[config.mk]
export PLATFORM = sky130hd
export DESIGN_NAME = supervisor_watchdog_reset
export DESIGN_NICKNAME = d
export VERILOG_FILES = /design/src/rtl/supervisor_pkg.sv /design/src/rtl/debounce_filter.sv /design/src/rtl/supervisor_watchdog_reset.sv
export VERILOG_INCLUDE_DIRS = /design/src /design/src/rtl
export SDC_FILE = /design/constraint.sdc
export NUM_CORES = 1
export LEC_CHECK = 0
export BUFFER_PORTS_ARGS = -buffer_cell sky130_fd_sc_hd__buf_2
export CAP_MARGIN = 20
export CORE_ASPECT_RATIO = 1.4
export CORE_MARGIN = 4
export CORE_UTILIZATION = 50
export DETAILED_ROUTE_END_ITERATION = 8
export HOLD_SLACK_MARGIN = 0.06
export PLACE_DENSITY = 0.71
export SLEW_MARGIN = 5
export SYNTH_ARGS = -nofsm -noshare
export SYNTH_HDL_FRONTEND = slang
export SYNTH_SLANG_ARGS = --single-unit
[constraint.sdc]
create_clock -name core_clk -period 4.7 [get_ports core_clk]
set_input_delay 0.94 -clock core_clk [delete_from_list [all_inputs] [get_ports core_clk]]
set_output_delay 0.94 -clock core_clk [all_outputs]
set_load 0.01 [all_outputs]
[src/rtl/supervisor_params.svh]
// Timing figures, pin codes and register map constants of the reset supervisor
`ifndef SUPERVISOR_PARAMS_SVH
`define SUPERVISOR_PARAMS_SVH
`define CLK_KHZ 250000
`define HOLD_MS 250
`define PB_LOW_MS 20
`define WD_SHORT_MS 150
`define WD_MID_MS 600
`define WD_LONG_MS 1200
`define TSEL_GND 2'h0
`define TSEL_OPEN 2'h1
`define TSEL_VCC 2'h2
`define PIN_RST 6'h06
`define PIN_SUPPLY 0
`define PIN_MANUAL 1
`define PIN_KICK 2
`define PIN_TSEL_LO 3
`define PIN_TSEL_HI 4
`define PIN_TOLER 5
`define ADDR_CONTROL 4'h0
`define ADDR_STATUS 4'h4
`define ADDR_CAUSE 4'h8
`define CTRL_SOFT_RESET 0
`define CAUSE_RST 4'h1
`define CAUSE_POWER 0
`define CAUSE_MANUAL 1
`define CAUSE_WDOG 2
`define CAUSE_SOFT 3
`define RESP_OKAY 2'h0
`define RESP_SLVERR 2'h2
`endif

[src/rtl/supervisor_pkg.sv]
// Types shared by the reset supervisor
package supervisor_pkg;
  typedef enum logic [0:0] {
    SUP_HOLD = 1'b0,
    SUP_RUN = 1'b1
  } sup_state_e;
endpackage

[src/rtl/debounce_filter.sv]
// Debounce filter: output follows input only after it stays stable for LIMIT cycles
`timescale 1ns/1ps
module debounce_filter #(
  parameter int unsigned LIMIT = 16
) (
  // Clock and reset
  input wire logic clk,
  input wire logic rst_n,
  // Synchronised input and filtered level
  input wire logic noisy,
  output logic clean
);
  logic [31:0] cnt_reg;
  logic clean_reg;

  // Count cycles of disagreement; any bounce back restarts the count
  always_ff @(posedge clk or negedge rst_n) begin
    if (!rst_n) begin
      cnt_reg <= 32'h0;
    end else if (noisy == clean_reg || cnt_reg == 32'(LIMIT - 1)) begin
      cnt_reg <= 32'h0;
    end else begin
      cnt_reg <= cnt_reg + 32'h1;
    end
  end

  // Rests high after reset, as the pin does with its pull-up
  always_ff @(posedge clk or negedge rst_n) begin
    if (!rst_n) begin
      clean_reg <= 1'b1;
    end else if (noisy != clean_reg && cnt_reg == 32'(LIMIT - 1)) begin
      clean_reg <= noisy;
    end
  end

  assign clean = clean_reg;
endmodule

[src/rtl/supervisor_watchdog_reset.sv]
// Reset supervisor: supply fail, manual button and watchdog merged into one stretched reset
//
// Function
// - Active-high reset output is always the exact complement of the active-low one.
// - Tolerance select picks the supply-fail threshold: ground tight, supply loose.
// - After supply-fail clears, resets stay active at least 250 ms.
// - While supply is below threshold, resets stay continuously active.
// - Manual reset input is debounced and treated as pulled high.
// - Manual input low for 20 ms asserts both resets.
// - After manual input returns high, resets stay active at least 250 ms.
// - No strobe before timeout asserts both resets for the hold time.
// - When resets go inactive, watchdog timing restarts from zero.
// - Timeout select: ground 150 ms, floating 600 ms, supply 1200 ms.
// - The watchdog cannot be disabled; it always runs while reset is inactive.
// - Kick input activity is ignored while reset is active.
//
// The AXI4-Lite interface to the registers and the register offsets are this design's own decisions.
`timescale 1ns/1ps
`include "supervisor_params.svh"
module supervisor_watchdog_reset #(
  parameter int unsigned HOLD_CYCLES = `HOLD_MS * `CLK_KHZ,
  parameter int unsigned PB_CYCLES = `PB_LOW_MS * `CLK_KHZ,
  parameter int unsigned WD_SHORT_CYCLES = `WD_SHORT_MS * `CLK_KHZ,
  parameter int unsigned WD_MID_CYCLES = `WD_MID_MS * `CLK_KHZ,
  parameter int unsigned WD_LONG_CYCLES = `WD_LONG_MS * `CLK_KHZ
) (
  // Clock and reset
  input wire logic core_clk,
  input wire logic rst_n,
  // Supervisor pins
  input wire logic supplyFail,
  input wire logic manualResetN,
  input wire logic watchdogKickN,
  input wire logic [1:0] timeoutSelect,
  input wire logic toleranceSelect,
  // Reset outputs and comparator threshold choice
  output logic resetOut,
  output logic resetOutN,
  output logic thresholdSelect,
  // AXI4-Lite write address and data
  input wire logic awvalid,
  output logic awready,
  input wire logic [3:0] awaddr,
  input wire logic wvalid,
  output logic wready,
  input wire logic [31:0] wdata,
  input wire logic [3:0] wstrb,
  // AXI4-Lite write response
  output logic bvalid,
  input wire logic bready,
  output logic [1:0] bresp,
  // AXI4-Lite read
  input wire logic arvalid,
  output logic arready,
  input wire logic [3:0] araddr,
  output logic rvalid,
  input wire logic rready,
  output logic [31:0] rdata,
  output logic [1:0] rresp
);
  logic [5:0] pinMeta_reg;
  logic [5:0] pinSync_reg;
  logic kickPrev_reg;
  logic pbClean;
  logic supplyS;
  logic kickFall;
  logic [1:0] tmoSel;
  logic anyCause;
  logic wdExpire;
  logic [31:0] wdLimit;
  supervisor_pkg::sup_state_e state_reg;
  supervisor_pkg::sup_state_e stateNext;
  logic [31:0] holdCnt_reg;
  logic [31:0] wdCnt_reg;
  logic resetOut_reg;
  logic resetOutN_reg;
  logic threshold_reg;
  logic swReq_reg;
  logic [3:0] cause_reg;
  logic [3:0] causeClr;
  logic [3:0] causeSet;
  logic awready_reg;
  logic wready_reg;
  logic bvalid_reg;
  logic [1:0] bresp_reg;
  logic [3:0] awAddr_reg;
  logic [31:0] wData_reg;
  logic [3:0] wStrb_reg;
  logic doWrite;
  logic [3:0] wAddr;
  logic [3:0] rAddr;
  logic arready_reg;
  logic rvalid_reg;
  logic [31:0] rdata_reg;
  logic [1:0] rresp_reg;

  // Two-stage synchronisers for every pin; the first stage feeds only the second
  always_ff @(posedge core_clk or negedge rst_n) begin
    if (!rst_n) begin
      pinMeta_reg <= `PIN_RST;
      pinSync_reg <= `PIN_RST;
    end else begin
      pinMeta_reg <= {toleranceSelect, timeoutSelect, watchdogKickN, manualResetN, supplyFail};
      pinSync_reg <= pinMeta_reg;
    end
  end

  assign supplyS = pinSync_reg[`PIN_SUPPLY];
  assign tmoSel = pinSync_reg[`PIN_TSEL_HI:`PIN_TSEL_LO];

  // Button bounce must not reach the reset state, so a stable low is required
  debounce_filter #(
    .LIMIT(PB_CYCLES)
  ) manualFilter (
    .clk(core_clk),
    .rst_n(rst_n),
    .noisy(pinSync_reg[`PIN_MANUAL]),
    .clean(pbClean)
  );

  // Falling edge detect on the synchronised kick level
  always_ff @(posedge core_clk or negedge rst_n) begin
    if (!rst_n) begin
      kickPrev_reg <= 1'b1;
    end else begin
      kickPrev_reg <= pinSync_reg[`PIN_KICK];
    end
  end

  // Edges seen during reset are discarded outright
  assign kickFall = kickPrev_reg && !pinSync_reg[`PIN_KICK] && state_reg == supervisor_pkg::SUP_RUN;

  // Timeout choice follows the pin live; an illegal code takes the longest period
  always_comb begin
    unique case (tmoSel)
      `TSEL_GND: wdLimit = 32'(WD_SHORT_CYCLES);
      `TSEL_OPEN: wdLimit = 32'(WD_MID_CYCLES);
      default: wdLimit = 32'(WD_LONG_CYCLES);
    endcase
  end

  // Any live cause keeps the hold counter at zero
  assign anyCause = supplyS || !pbClean || swReq_reg;
  // A kick in the expiry cycle still counts as in time
  assign wdExpire = state_reg == supervisor_pkg::SUP_RUN && !kickFall && wdCnt_reg >= wdLimit - 32'h1;

  // Two states only: reset held, or watchdog running
  always_comb begin
    stateNext = state_reg;
    unique case (state_reg)
      supervisor_pkg::SUP_HOLD: begin
        if (!anyCause && holdCnt_reg == 32'(HOLD_CYCLES - 1)) begin
          stateNext = supervisor_pkg::SUP_RUN;
        end
      end
      supervisor_pkg::SUP_RUN: begin
        if (anyCause || wdExpire) begin
          stateNext = supervisor_pkg::SUP_HOLD;
        end
      end
    endcase
  end

  // Power-up starts in hold, as if the supply had just come good
  always_ff @(posedge core_clk or negedge rst_n) begin
    if (!rst_n) begin
      state_reg <= supervisor_pkg::SUP_HOLD;
    end else begin
      state_reg <= stateNext;
    end
  end

  // Hold stretch counts only once every cause has gone away
  always_ff @(posedge core_clk or negedge rst_n) begin
    if (!rst_n) begin
      holdCnt_reg <= 32'h0;
    end else if (state_reg != supervisor_pkg::SUP_HOLD || anyCause) begin
      holdCnt_reg <= 32'h0;
    end else if (holdCnt_reg != 32'(HOLD_CYCLES - 1)) begin
      holdCnt_reg <= holdCnt_reg + 32'h1;
    end
  end

  // No enable exists: the counter always runs outside reset
  always_ff @(posedge core_clk or negedge rst_n) begin
    if (!rst_n) begin
      wdCnt_reg <= 32'h0;
    end else if (state_reg != supervisor_pkg::SUP_RUN || stateNext != supervisor_pkg::SUP_RUN || kickFall) begin
      wdCnt_reg <= 32'h0;
    end else begin
      wdCnt_reg <= wdCnt_reg + 32'h1;
    end
  end

  // Both outputs load from one term so they can never disagree
  always_ff @(posedge core_clk or negedge rst_n) begin
    if (!rst_n) begin
      resetOut_reg <= 1'b1;
      resetOutN_reg <= 1'b0;
    end else begin
      resetOut_reg <= stateNext == supervisor_pkg::SUP_HOLD;
      resetOutN_reg <= stateNext != supervisor_pkg::SUP_HOLD;
    end
  end

  // Threshold choice passed to the analog comparator
  always_ff @(posedge core_clk or negedge rst_n) begin
    if (!rst_n) begin
      threshold_reg <= 1'b0;
    end else begin
      threshold_reg <= pinSync_reg[`PIN_TOLER];
    end
  end

  assign resetOut = resetOut_reg;
  assign resetOutN = resetOutN_reg;
  assign thresholdSelect = threshold_reg;

  // Write channel: address and data are taken independently, then joined
  assign doWrite = !awready_reg && !wready_reg && !bvalid_reg;
  assign wAddr = {awAddr_reg[3:2], 2'h0};

  always_ff @(posedge core_clk or negedge rst_n) begin
    if (!rst_n) begin
      awready_reg <= 1'b1;
      wready_reg <= 1'b1;
      awAddr_reg <= 4'h0;
      wData_reg <= 32'h0;
      wStrb_reg <= 4'h0;
    end else if (bvalid_reg && bready) begin
      awready_reg <= 1'b1;
      wready_reg <= 1'b1;
    end else begin
      if (awvalid && awready_reg) begin
        awready_reg <= 1'b0;
        awAddr_reg <= awaddr;
      end
      if (wvalid && wready_reg) begin
        wready_reg <= 1'b0;
        wData_reg <= wdata;
        wStrb_reg <= wstrb;
      end
    end
  end

  // Write response one cycle after both halves are held
  always_ff @(posedge core_clk or negedge rst_n) begin
    if (!rst_n) begin
      bvalid_reg <= 1'b0;
      bresp_reg <= `RESP_OKAY;
    end else if (doWrite) begin
      bvalid_reg <= 1'b1;
      bresp_reg <= (wAddr == `ADDR_CONTROL || wAddr == `ADDR_CAUSE) ? `RESP_OKAY : `RESP_SLVERR;
    end else if (bvalid_reg && bready) begin
      bvalid_reg <= 1'b0;
    end
  end

  // Software reset request is a one-cycle pulse, stretched like any other cause
  always_ff @(posedge core_clk or negedge rst_n) begin
    if (!rst_n) begin
      swReq_reg <= 1'b0;
    end else begin
      swReq_reg <= doWrite && wAddr == `ADDR_CONTROL && wStrb_reg[0] && wData_reg[`CTRL_SOFT_RESET];
    end
  end

  // Sticky cause bits, cleared by writing ones; a new event beats the clear
  assign causeClr = (doWrite && wAddr == `ADDR_CAUSE && wStrb_reg[0]) ? wData_reg[3:0] : 4'h0;
  always_comb begin
    causeSet = 4'h0;
    causeSet[`CAUSE_POWER] = supplyS;
    causeSet[`CAUSE_MANUAL] = !pbClean;
    causeSet[`CAUSE_WDOG] = wdExpire;
    causeSet[`CAUSE_SOFT] = swReq_reg;
  end

  always_ff @(posedge core_clk or negedge rst_n) begin
    if (!rst_n) begin
      cause_reg <= `CAUSE_RST;
    end else begin
      cause_reg <= (cause_reg & ~causeClr) | causeSet;
    end
  end

  // Read channel answers one cycle after the address is taken
  assign rAddr = {araddr[3:2], 2'h0};

  always_ff @(posedge core_clk or negedge rst_n) begin
    if (!rst_n) begin
      arready_reg <= 1'b1;
      rvalid_reg <= 1'b0;
      rdata_reg <= 32'h0;
      rresp_reg <= `RESP_OKAY;
    end else if (arvalid && arready_reg) begin
      arready_reg <= 1'b0;
      rvalid_reg <= 1'b1;
      rresp_reg <= `RESP_OKAY;
      unique case (rAddr)
        `ADDR_CONTROL: rdata_reg <= 32'h0;
        `ADDR_STATUS: rdata_reg <= {26'h0, pinSync_reg[`PIN_TOLER], tmoSel, !pbClean, supplyS, resetOut_reg};
        `ADDR_CAUSE: rdata_reg <= {28'h0, cause_reg};
        default: begin
          rdata_reg <= 32'h0;
          rresp_reg <= `RESP_SLVERR;
        end
      endcase
    end else if (rvalid_reg && rready) begin
      rvalid_reg <= 1'b0;
      arready_reg <= 1'b1;
    end
  end

  assign awready = awready_reg;
  assign wready = wready_reg;
  assign bvalid = bvalid_reg;
  assign bresp = bresp_reg;
  assign arready = arready_reg;
  assign rvalid = rvalid_reg;
  assign rdata = rdata_reg;
  assign rresp = rresp_reg;
endmodule

==> reports/metrics.yaml <==
cts:
  postCtsSetupRepairBufs: 0
  cts_tree: "built"
  cts_max_path_buffers: 2
  cts.sinks: 138
  root_buffer: "clkbuf_16"
  cts_buffers: 17
  postCtsResizedCells: 0
  clock_latency_ps: 430
  clk_pin_slew_worst_paths_ps: 60
  h-tree-depth: 4
  holdBufCountCts: 0
synth:
  yosysUniqueCellTypes: 60
  synthesis.area_mm2: 0.00715
  syn_avg_cell_area_um2: 10.1
  ys_seq_area_share_pct: 48.5
  syn_inst: 706
  synth_edf_count: 0
  yosysTopAreaCellShare_pct: 44.4
  yosysWarnings: 0
  synthFlopType: "dfrtp_1"
  synth-seq-cells: 138
  synth_area_leaders: "dfrtp_1 (44%), xor2_1 (5.9%), ha_1 (4.9%)"
  synthArstFlopShare_pct: 100
  synth_top_area_cell: "dfrtp_1"
min_path:
  min_path_type: "reg2reg"
global_route:
  grt_pass1_wl_um: 24400
  grt_pass1_vias: 5219
  global_route.overflow_total: 0
  grt_start_max_net_pins: 71
  antenna_found_initial: 0
  grtUsageTotal_pct: 18.9
layout:
  fill_cells: 1218
  final_cell_mix: "dfrtp_1 (127), nor2_1 (80), nand2_1 (60)"
  drive_above_1_share_pct: 18.4
  area_delta_synth_final_pct: 11.3
  diodes: 0
  seqCellArea_mm2: 0.00347
  multi_input_area_mm2: 0.00337
  layoutNonFillerInstCount: 947
  nets: 834
  final_area_mm2: 0.00796
  final_common_cell: "dfrtp_1"
routing:
  viasPerCell: 5.34
  firstDrtPassIters: 4
  drc: 0
  initialDrtViolationCount: 194
  drtAntennaViolNets: 0
  wire_per_inst_um: 15.0
  dr_total_vias: 5057
  wl_um: 14200
worst_setup_path:
  critPathArrivalTime_ps: 3140
  worstSetupStartpointType: "flop"
  crit_family: "compound AO/OA/AOI/OAI gates"
  path_cells: "or2_2 -> inv_1 -> ha_1 -> a21oi_1 -> o21ai_0 -> a221oi_2 -> o21ai_1 -> a211o_4 -> nor2_2"
  worst_setup_path_end_kind: "flop"
  crit_path_max_fanout: 30
  slowest_delay_ps: 540
  crit_buf_inv: 1
  critPathRequiredTime_ps: 5050
  slowest_stage: "a211o_4"
  path_class: "reg2reg"
job:
  drv_cap: 0
sta:
  period_needed_ps: 2780
  rsz0062_at_grt: "false"
  final.period_utilization_pct: 59.2
  fin_skew_ps: 8.17
  slew_headroom_pct: 57.5
  maxSlewViolCount: 0
  max_freq_mhz: 359
  setup_violations: 0
  setup-tns-final_ps: 0
  worst_pin_slew_ps: 638
  finalHoldViolations: 0
die:
  die_y_um: 150
  start_util_pct: 51.2
  rows: 51
  dieArea_mm2: 0.0163
  num_io_pins: 101
  dieWidth_um: 109
  core_mm2: 0.0140
power_and_ir_drop:
  p_per_area_mw_per_mm2: 366
  leakagePower_nw: 3.43
  irDropWorstVdd_mv: 0.286
place:
  place_area_mm2: 0.00735
  gp_congestion: 0.818
  portBuffers: 37
  dp.cells: 913
  dp.final_hpwl_um: 9940
run_status:
  status: "completed"
## cells by family (layout without fill, tap and decap cells)
logic type,after synthesis,after routing,synth area share [%]
AOI/OAI and AO/OA,59,59,5.09
xor gates and xnor gates,81,81,9.92
adders and majority gates,28,28,4.90
buffers and inverters,70,95,6.10
DFF,138,138,48.5
muxes,11,11,1.70
other,2,33,0.105
and+or+nand+nor,317,317,23.7
## where the power goes
group | switching, mW | total [mW] | internal (mW) | leakage (nW)
Combinational | 0.149 | 0.263 | 0.114 | 1.33
Clock | 0.503 | 1.30 | 0.795 | 0.271
Sequential | 0.0618 | 1.35 | 1.29 | 1.83
Total | 0.714 | 2.91 | 2.20 | 3.43
## cells in the mapped netlist (2+ instances only)
library cell,number
conb_1,2
nand3_1,41
nand4b_1,2
nand4_1,21
mux2i_1,2
mux2_2,9
xnor2_1,33
buf_12,3
nor2_2,27
nand4_2,2
a22oi_1,4
or2_2,5
a21oi_1,18
and2_0,3
o21ai_0,22
nor4_1,11
nand2_1,60
dfrtp_1,127
clkbuf_1,9
dfstp_2,11
buf_2,4
nor4b_1,4
nor3_1,10
nand2b_1,3
a21o_1,3
and4_1,7
and4b_1,2
buf_4,32
nor2_4,4
inv_1,22
and2_1,5
and3_1,12
ha_1,28
nor2_1,80
or3_1,6
xor2_1,48
## routing by layer
layer,vias up,wire length [um],track usage [%]
li1,2427,-,-
met1,2519,5800,21.8
met2,86,7640,32.5
met3,25,455,5.14
met4,0,336,8.09
met5,-,0,0
## path summary, 6_finish.rpt
| kind | start | to | slack [ps] | depth (start not counted) |
|---|---|---|---|---|
| setup / recovery | pinSync_reg[4] | wdCnt_reg[22] | 1920 | 9 |
| hold / removal | pinMeta_reg[1] | pinSync_reg[1] | 350 | 0 |
| setup reg to reg | pinSync_reg[4] | wdCnt_reg[22] | 1920 | 9 |
| hold reg to reg | pinMeta_reg[1] | pinSync_reg[1] | 350 | 0 |
| max in group asynchronous | rst_n | manualFilter.clean | 3270 | 2 |
| min in group asynchronous | rst_n | pinSync_reg[4] | 500 | 1 |
## metrics by stage
step	utilization (%)	hold slack, ps	worst slack, ps	total power [mW]
after floorplan	-	331	2340	1.53
after global placement	52.6	334	2010	1.62
after detailed placement	52.6	341	1940	1.64
after CTS	56.7	354	1930	2.94
after global routing	57.0	351	1750	3.04
final	57.0	350	1920	2.91
## area by class of cell
class                      instances  area share, %
inverter                          22           1.04
timing repair buffer              41           3.03
sequential                       138           43.5
clock buffer                      22           5.70
multi-input combinational        529           42.3
tap                              185           2.91
clock inverter                    10           1.49
No activity file was read; power rests on OpenSTA's default activity.
